<file path="src/rtl/cvr_consts.vh">
// Constants for the comparator voltage reference control block
`ifndef CVR_CONSTS_VH
`define CVR_CONSTS_VH
`define CVR_ADDR_W          2
`define CVR_ADDR_CTRL       2'h0
`define CVR_ADDR_STATUS     2'h1
`define CVR_ADDR_TAP        2'h2
`define CVR_CTRL_RESET      8'h00
`define CVR_BIT_CMP1_SEL    7
`define CVR_BIT_CMP2_SEL    6
`define CVR_BIT_RANGE       5
`define CVR_BIT_FIXED_EN    4
`define CVR_LEVEL_HI        3
`define CVR_LEVEL_LO        0
`define CVR_LOW_DIV         8'h18
`define CVR_HIGH_DIV        8'h20
`define CVR_HIGH_BASE       8'h08
`define CVR_RDATA_IDLE      32'h0000_0000
`endif

</file>
<file path="src/rtl/cvr_ladder_tap.v">
// Ladder tap selection: numerator and denominator of the ladder fraction of supply
`timescale 1ns/100ps
`include "cvr_consts.vh"
module cvr_ladder_tap (
  input  wire       i_low_range,   // One selects low range
  input  wire [3:0] i_level,       // Level code 0..15
  output wire [7:0] o_tap_num,     // Fraction numerator
  output wire [7:0] o_tap_den      // Fraction denominator
);
  // Low: level/24. High: 1/4 + level/32 = (8 + level)/32
  assign o_tap_num = i_low_range ? {4'h0, i_level}
                                 : (`CVR_HIGH_BASE + {4'h0, i_level});
  assign o_tap_den = i_low_range ? `CVR_LOW_DIV : `CVR_HIGH_DIV;
endmodule // cvr_ladder_tap

</file>
<file path="src/rtl/cvr_ref_ctrl.v">
// Comparator voltage reference control: Avalon-MM register and analog control outputs
`timescale 1ns/100ps
`include "cvr_consts.vh"
// Contract
// Bit 5 selects ladder range: one low, zero high.
// Bits 3..0 hold a 4-bit level code, 16 levels per range.
// Low range level/24 of supply; high range 1/4 plus level/32.
// Bit 7 set powers ladder and routes it to comparator 1, else fixed.
// Bit 6 set powers ladder and routes it to comparator 2, else fixed.
// Ladder current off when both select bits clear, on otherwise.
// Bit 4 enables the 0.6 V fixed reference.
// Fixed reference stays on while high-frequency oscillator runs.
// Fixed reference disabled drives ground and draws no current.
// Reference controls independent of comparator mode settings.
// Software waits a settling delay after enabling fixed reference.
// Outputs show register contents from the cycle after a write.
module cvr_ref_ctrl (
  input  wire        i_core_clk,              // Core clock, 100 MHz
  input  wire        i_reset_n,               // Sync reset, active low
  input  wire [1:0]  i_avs_address,           // Word address
  input  wire        i_avs_read,              // Read request
  input  wire        i_avs_write,             // Write request
  input  wire [31:0] i_avs_writedata,         // Write data
  input  wire [3:0]  i_avs_byteenable,        // Byte enables
  output reg  [31:0] o_avs_readdata,          // Read data
  output reg         o_avs_waitrequest,       // Stall, low on answer cycle
  input  wire        i_high_freq_internal_osc, // Oscillator active, async
  output reg         o_ladder_power_en,       // Ladder divider current on
  output reg         o_ladder_range_select,   // One low range
  output reg  [3:0]  o_ladder_level_code,     // Ladder level code
  output reg         o_cmp1_ladder_select,    // Comparator 1 takes ladder
  output reg         o_cmp2_ladder_select,    // Comparator 2 takes ladder
  output reg         o_fixed_ref_enable,      // Fixed reference powered
  output reg         o_fixed_ref_clamp        // Fixed output held at ground
);
  reg  [7:0]  voltage_reference_control_reg;
  reg  [7:0]  ctrl_next;
  reg         answered_reg;
  wire        osc_sync;
  wire [7:0]  tap_num;
  wire [7:0]  tap_den;
  wire        req;
  reg  [31:0] rdata_next;

  cvr_sync2 u_osc_sync (
    .i_core_clk (i_core_clk),
    .i_reset_n  (i_reset_n),
    .i_async    (i_high_freq_internal_osc),
    .o_sync     (osc_sync)
  );

  cvr_ladder_tap u_tap (
    .i_low_range (voltage_reference_control_reg[`CVR_BIT_RANGE]),
    .i_level     (voltage_reference_control_reg[`CVR_LEVEL_HI:`CVR_LEVEL_LO]),
    .o_tap_num   (tap_num),
    .o_tap_den   (tap_den)
  );

  // One wait cycle per access keeps readdata registered; answer on second edge
  assign req = (i_avs_read | i_avs_write) & ~answered_reg;

  always @* begin
    ctrl_next = voltage_reference_control_reg;
    if (req && i_avs_write && i_avs_address == `CVR_ADDR_CTRL && i_avs_byteenable[0]) begin
      ctrl_next = i_avs_writedata[7:0];   // see see
    end
  end

  always @* begin
    rdata_next = `CVR_RDATA_IDLE;
    case (i_avs_address)
      `CVR_ADDR_CTRL:   rdata_next = {24'h0, voltage_reference_control_reg};
      `CVR_ADDR_STATUS: rdata_next = {29'h0, osc_sync, o_fixed_ref_enable, o_ladder_power_en};
      `CVR_ADDR_TAP:    rdata_next = {16'h0, tap_den, tap_num};
      default:          rdata_next = `CVR_RDATA_IDLE;
    endcase
  end

  always @(posedge i_core_clk) begin
    if (!i_reset_n) begin
      voltage_reference_control_reg <= `CVR_CTRL_RESET;
      answered_reg                  <= 1'b0;
      o_avs_readdata                <= `CVR_RDATA_IDLE;
      o_avs_waitrequest             <= 1'b1;
    end else begin
      voltage_reference_control_reg <= ctrl_next;
      answered_reg                  <= req;
      o_avs_waitrequest             <= ~req;
      if (req && i_avs_read) begin
        o_avs_readdata <= rdata_next;
      end
    end
  end

  // Outputs track the register, fixed enable and clamp also the synchronised oscillator, with no dependence on any comparator mode
  always @(posedge i_core_clk) begin
    if (!i_reset_n) begin
      o_ladder_power_en     <= 1'b0;
      o_ladder_range_select <= 1'b0;
      o_ladder_level_code   <= 4'h0;
      o_cmp1_ladder_select  <= 1'b0;
      o_cmp2_ladder_select  <= 1'b0;
      o_fixed_ref_enable    <= 1'b0;
      o_fixed_ref_clamp     <= 1'b1;
    end else begin
      o_ladder_power_en     <= ctrl_next[`CVR_BIT_CMP1_SEL] |
                               ctrl_next[`CVR_BIT_CMP2_SEL];            // see
      o_ladder_range_select <= ctrl_next[`CVR_BIT_RANGE];               // see
      o_ladder_level_code   <= ctrl_next[`CVR_LEVEL_HI:`CVR_LEVEL_LO];
      o_cmp1_ladder_select  <= ctrl_next[`CVR_BIT_CMP1_SEL];
      o_cmp2_ladder_select  <= ctrl_next[`CVR_BIT_CMP2_SEL];
      o_fixed_ref_enable    <= ctrl_next[`CVR_BIT_FIXED_EN] | osc_sync; // see
      o_fixed_ref_clamp     <= ~(ctrl_next[`CVR_BIT_FIXED_EN] | osc_sync);
    end
  end
endmodule // cvr_ref_ctrl

</file>
<file path="src/rtl/cvr_sync2.v">
// Two-flop synchroniser for a level from outside the clock domain
`timescale 1ns/100ps
module cvr_sync2 (
  input  wire i_core_clk,   // Core clock
  input  wire i_reset_n,    // Sync reset, active low
  input  wire i_async,      // Asynchronous level
  output reg  o_sync        // Synchronised level
);
  reg meta_reg;
  always @(posedge i_core_clk) begin
    if (!i_reset_n) begin
      meta_reg <= 1'b0;
      o_sync   <= 1'b0;
    end else begin
      meta_reg <= i_async;
      o_sync   <= meta_reg;
    end
  end
endmodule // cvr_sync2

</file>
<file path="config.mk">
export PLATFORM = sky130hd
export DESIGN_NAME = cvr_ref_ctrl
export DESIGN_NICKNAME = d
export VERILOG_FILES = /design/src/rtl/cvr_ladder_tap.v /design/src/rtl/cvr_ref_ctrl.v /design/src/rtl/cvr_sync2.v
export VERILOG_INCLUDE_DIRS = /design/src /design/src/rtl
export SDC_FILE = /design/constraint.sdc
export NUM_CORES = 1
export LEC_CHECK = 0
export ABC_AREA = 1
export BUFFER_PORTS_ARGS = -buffer_cell sky130_fd_sc_hd__clkbuf_2
export CORE_MARGIN = 1
export CORE_UTILIZATION = 35
export CTS_CLUSTER_SIZE = 14
export DETAILED_ROUTE_END_ITERATION = 16
export PLACE_DENSITY = 0.76
export SYNTH_ARGS = -nofsm -noshare
export SYNTH_HDL_FRONTEND = slang
export SYNTH_SLANG_ARGS = --single-unit
</file>
<file path="constraint.sdc">
create_clock -name i_core_clk -period 2.39 [get_ports i_core_clk]
set_input_delay 0.239 -clock i_core_clk [delete_from_list [all_inputs] [get_ports i_core_clk]]
set_output_delay 0.239 -clock i_core_clk [all_outputs]
set_load 0.05 [all_outputs]
</file>
==> results of run 1 <==
per-layer routing:
layer | routed length, um | part of all wire (%)
met5 | 0 | 0
met4 | 13 | 0.54
met3 | 193 | 8.0
met2 | 1160 | 48
met1 | 1039 | 43
power by group through the flow:
stage          combinational, mW  sequential [mW]  clock, mW
2_1_floorplan              0.160            0.489          0
3_5_place_dp               0.202            0.452          0
5_1_grt                    0.218            0.444      0.210
6_report                   0.202            0.442      0.189
3_3_place_gp               0.201            0.451          0
4_1_cts                    0.203            0.442      0.195
metrics by stage:
stage / power [mW] / hold slack [ps] / utilization [%] / instance area [um^2]
5_1_grt: 0.8723 / 98.52 / 40.18 / 1351
4_1_cts: 0.8402 / 92.78 / 40.18 / 1351
3_3_place_gp: 0.6526 / 392.6 / 39.40 / 1325
3_5_place_dp: 0.6536 / 401.2 / 39.40 / 1325
2_1_floorplan: 0.6488 / 322.1 / - / 1318
6_report: 0.8332 / 97.76 / 40.18 / 1351
cell type report:
type / instances / share of cell area [%]
Tap cell: 46 / 4.259
Timing Repair Buffer: 37 / 13.70
Multi-Input combinational cell: 102 / 37.22
Sequential cell: 25 / 37.04
Clock buffer: 4 / 1.944
Inverter: 21 / 5.833
synth_stat cells:
cell | count | share of area, %
conb_1 | 1 | 0.30
buf_8 | 1 | 1.2
dfxtp_1 | 25 | 40
clkbuf_1 | 1 | 0.30
nand4_1 | 8 | 4.0
nand2_1 | 30 | 9.1
buf_6 | 1 | 0.91
nor2_4 | 1 | 0.91
nor2_1 | 6 | 1.8
nor2_8 | 1 | 1.6
ha_1 | 1 | 1.0
nand3_4 | 1 | 1.4
inv_2 | 3 | 0.91
o21ai_2 | 1 | 0.71
nand2_2 | 2 | 1.0
a21oi_1 | 15 | 6.0
a22oi_1 | 1 | 0.60
buf_4 | 26 | 16
buf_2 | 2 | 0.81
nand3_1 | 10 | 4.0
o21ai_0 | 3 | 1.2
inv_1 | 18 | 5.4
a21oi_2 | 1 | 0.71
path summary, 6_finish.rpt:
path | from | to | cells past startpoint | slack (ps)
setup / recovery | voltage_reference_control_reg[3] | o_ladder_level_code[3] | 1 | 1110
hold / removal | i_high_freq_internal_osc | u_osc_sync.meta_reg | 3 | 100
setup reg to reg | answered_reg | o_avs_readdata[0] | 5 | 1190
hold reg to reg | u_osc_sync.meta_reg | u_osc_sync.o_sync | 2 | 430
cell usage in the layout, fill, tap and decap left out, drive strengths merged:
| cell type | count |
|---|---|
| nand3 | 11 |
| dfxtp | 25 |
| a22oi | 1 |
| conb | 21 |
| ha | 1 |
| nand4 | 8 |
| nor2 | 8 |
| nand2 | 32 |
| a21oi | 16 |
| inv | 21 |
| o21ai | 4 |
| clkbuf | 41 |
cells by family (layout without fill, tap and decap cells):
group	count (synthesis)	count (layout)	share of synthesized area, %
simple gates	59	59	23.87
buf+inv	52	62	25.28
fa+ha+maj	1	1	1.007
flops	25	25	40.28
compound gates	21	21	9.265
other cells	1	21	0.3018
==> run_results.csv, run 1 <==
group,metric,value,unit
outcome,status,"finished, final reports clean",
floorplan,row_count,21,
clock_tree,clkLatencyLatePin,320,ps
critical_path,crit_path_cell_trace,"clkbuf_2",
floorplan,die-area,3792,um^2
clock_tree,ctsResizeCount,0,
finish,area_growth,8.762,%
synth,ys_seq_area_share,40.28,%
place,hpwlAfterDp,1793,um
synth,netlist_area,1242,um^2
timing,drv_slew,0,
clock_tree,clock-root-buffer,"clkbuf_4",
timing,layout_min_cycle_time,1282,ps
floorplan,fp.dieH,61.58,um
timing,hold_viol,0,
timing,clock_skew,10.22,ps
global_route,grt_max_degree,14,
clock_tree,cts_max_level,1,
global_route,gr-usage-met3,5.462,%
finish,fin_nets,234,
route,drtIter0Drc,55,
route,ant_nets,0,
place,gp_congestion,0.8301,
global_route,grt_overflow,0,
clock_tree,post_cts_buffers,0,
critical_path,crit_type,"flop to output pin",
critical_path,cp.arrival,1040,ps
floorplan,start_util,36.94,%
synth,post_synth.cell_area_avg,7.814,um^2
floorplan,coreArea,3363,um^2
critical_path,crit_slowest_cell,"dfxtp_1",
route,via_count,1010,
finish,fill_cells,396,
route,dr.pass1.iters,4,
critical_path,required,2150,ps
global_route,grt_use_met1,16.82,%
timing,finalSetupViolations,0,
worst_hold_path,worstHoldPathType,"input port to flop",
clock_tree,cts_tree,"built",
clock_tree,cts_max_path_buffers,2,
timing,period_share,53.64,%
pwr,p_leak,0.7039,nW
pwr,power.switching,302.2,uW
synth,synth_cell_types,23,
route,wl_per_cell,10.24,um
timing,fmax,780.1,MHz
clock_tree,cts.sinks,25,
critical_path,worst_setup_path_end_kind,"output pin",
pwr,power_density,616.6,nW/um^2
critical_path,critPathMaxStageDelay,420,ps
pwr,seqPwrFrac,53.1,%
floorplan,io_pins,86,
global_route,grt_usage,14.15,%
floorplan,die_w,61.58,um
finish,area.sequential,500.5,um^2
synth,yosys_register_bits,25,
finish,drive_gt1_share,26.46,%
synth,synth_warnings,0,
timing,rsz0062_at_grt,"false",
critical_path,crit_family,"flip-flops",
finish,layout.cells.non_filler,235,
synth,synthCells,159,
global_route,grt_pass1_vias,849,
pwr,p_clk_share,22.7,%
global_route,globalRoute.busiestLayer,"met2",
global_route,grtUsageMet2,24.27,%
clock_tree,cts_hold_buf,0,
flow_run,drv_cap,0,
place,dp.cells,231,
pwr,p_int,531.0,uW
finish,largest_reg_flops,10,
critical_path,crit_fanout,4,
route,routed_wl,2407,um
place,place_ws,1164,ps
global_route,antenna_found_initial,0,
finish,antenna_cells,0,
pwr,swShare,36.27,%
route,vias_per_cell,4.298,
pwr,ir_worst_vdd,0.0004421,V
finish,multiInputGateArea,503.0,um^2
timing,setup_tns,0,ps
critical_path,cp_num_buf_inv,1,
critical_path,critPathLaunchType,"flop",
place,portBuffers,37,
timing,worst_slack,1108,ps
clock_tree,cts-buffers-inserted,3,
route,drc_errors,0,
pwr,combinationalPowerShare,24.3,%
clock_tree,clkTransAtPathRegs,140,ps
global_route,grt_pass1_wl,3857,um
Power figures use the tool's default switching activity.
==> run 2, diff against run 1 <==
==> constraint.sdc (replaced) <==
create_clock -name i_core_clk -period 1.35 [get_ports i_core_clk]
set_input_delay 0.135 -clock i_core_clk [delete_from_list [all_inputs] [get_ports i_core_clk]]
set_output_delay 0.135 -clock i_core_clk [all_outputs]
set_load 0.05 [all_outputs]
==> run 2 against run 1 <==
Against the previous run: combinational power rose by 77%; setup slack got worse by 910 ps; global-route usage fell by 1.0 points; design area rose by 0.83%; worst hold slack got worse by 67 ps; flip-flop and latch count did not move.
==> run_results.csv, run 2 (synthesized netlist as in run 1, its figures left out) <==
group,metric,value,unit
flow_run,drv_cap,0,
route,drc_errors,0,
pwr,power_density,1077,nW/um^2
floorplan,die-area,3792,um^2
route,wl_met3,146,um
timing,drv_slew,0,
critical_path,rr_startpoint,"answered_reg",
finish,fill_cells,387,
global_route,grt_pass1_vias,875,
clock_tree,cts_max_path_buffers,2,
finish,largest_reg_flops,10,
pwr,p_leak,0.7086,nW
place,portBuffers,37,
timing,hold_viol,0,
floorplan,coreArea,3363,um^2
finish,multiInputGateArea,503.0,um^2
global_route,grt_overflow,0,
route,top_layer_used,"met4",
route,drt-met1-wl,1019,um
timing,rsz0062_at_grt,"false",
timing,layout_min_cycle_time,1153,ps
clock_tree,cts_hold_buf,1,
floorplan,start_util,36.94,%
critical_path,crit_fanout,13,
finish,area_growth,9.668,%
pwr,power,1.468,mW
timing,fmax,867.0,MHz
place,gp_congestion,0.8627,
floorplan,fp.dieH,61.58,um
outcome,status,"finished, final reports clean",
timing,finalSetupViolations,0,
clock_tree,cts_max_level,1,
floorplan,die_w,61.58,um
timing,period_share,85.44,%
critical_path,reg2reg_depth,5,
timing,setup_tns,0,ps
global_route,antenna_found_initial,0,
critical_path,crit_path_end,"o_avs_readdata[1]",
route,routed_wl,2305,um
route,via_count,1024,
critical_path,reg2reg_slack,200,ps
critical_path,worst_setup_path_end_kind,"flop",
route,drtIter0Drc,25,
critical_path,critPathLaunchType,"flop",
worst_hold_path,worstHoldPathType,"input port to flop",
clock_tree,cts-buffers-inserted,3,
finish,fin_nets,235,
critical_path,reg2reg_to,"o_avs_readdata[1]",
route,wl_per_cell,9.767,um
finish,layout_common_cells,"clkbuf_2 (37), nand2_1 (30), dfxtp_1 (24), conb_1 (21), inv_1 (18)",
global_route,grt_usage,13.13,%
critical_path,cp.arrival,1370,ps
clock_tree,cts_tree,"built",
clock_tree,clkTransAtPathRegs,130,ps
floorplan,io_pins,86,
route,dr.pass1.iters,4,
global_route,grt_pass1_wl,3629,um
clock_tree,cts.sinks,25,
finish,antenna_cells,0,
clock_tree,clkLatencyLatePin,310,ps
route,wl_met2,1098,um
clock_tree,ctsResizeCount,0,
critical_path,crit_type,"flop to flop",
route,ant_nets,0,
finish,drive_gt1_share,26.84,%
global_route,grt_max_degree,14,
critical_path,startpoint,"answered_reg",
route,vias_per_cell,4.339,
pwr,ir_worst_vdd,0.0004619,V
finish,area.sequential,501.7,um^2
floorplan,row_count,21,
timing,clock_skew,1.303,ps
finish,layout_commonest_cell,"clkbuf_2",
clock_tree,post_cts_buffers,0,
critical_path,required,1570,ps
place,hpwlAfterDp,1792,um
clock_tree,clock-root-buffer,"clkbuf_4",
run 2: layer usage:
layer	vias to the layer above	track usage [%]
met1	459	14.72
met2	40	23.35
met5	-	0
li1	520	-
met4	0	6.667
met3	5	2.731
run 2: critical path: stages (launching register included):
cell	delay (ps)
dfxtp_1	460
inv_2	50
nand2_2	200
inv_2	120
o21ai_0	170
a21oi_1	60
run 2: how the worst min path moves through the flow:
stage | start | endpoint | slack, ps | depth (start not counted)
floorplan | i_reset_n | o_avs_waitrequest | 220 | 1
global placement | i_high_freq_internal_osc | u_osc_sync.meta_reg | 320 | 3
detailed placement | i_high_freq_internal_osc | u_osc_sync.meta_reg | 320 | 3
CTS | i_avs_writedata[5] | voltage_reference_control_reg[5] | 30 | 3
global route | i_avs_writedata[2] | voltage_reference_control_reg[2] | 50 | 3
finish | i_avs_writedata[5] | voltage_reference_control_reg[5] | 30 | 3
run 2: through the flow:
step / instance area, um^2 / util, % / instances / worst slack, ps / hold WS (ps)
2_1_floorplan: 1319 / - / 179 / 133.0 / 218.1
3_3_place_gp: 1326 / 39.43 / 231 / 205.9 / 316.6
3_5_place_dp: 1326 / 39.43 / 231 / 207.7 / 324.1
4_1_cts: 1363 / 40.51 / 236 / 182.3 / 27.73
5_1_grt: 1363 / 40.51 / 236 / 58.85 / 49.70
6_report: 1363 / 40.51 / 236 / 196.6 / 31.03
run 2: power by group:
group | switching, mW | internal (mW)
sequential | 0.0172 | 0.766
clock | 0.211 | 0.116
combinational | 0.297 | 0.0606
total | 0.526 | 0.942
run 2: final cells by class:
| cell class | instances | share of cell area (%) |
|---|---|---|
| Multi-Input combinational cell | 102 | 36.91 |
| Sequential cell | 25 | 36.82 |
| Timing Repair Buffer | 38 | 14.33 |
| Inverter | 21 | 5.785 |
| Tap cell | 46 | 4.224 |
| Clock buffer | 4 | 1.928 |
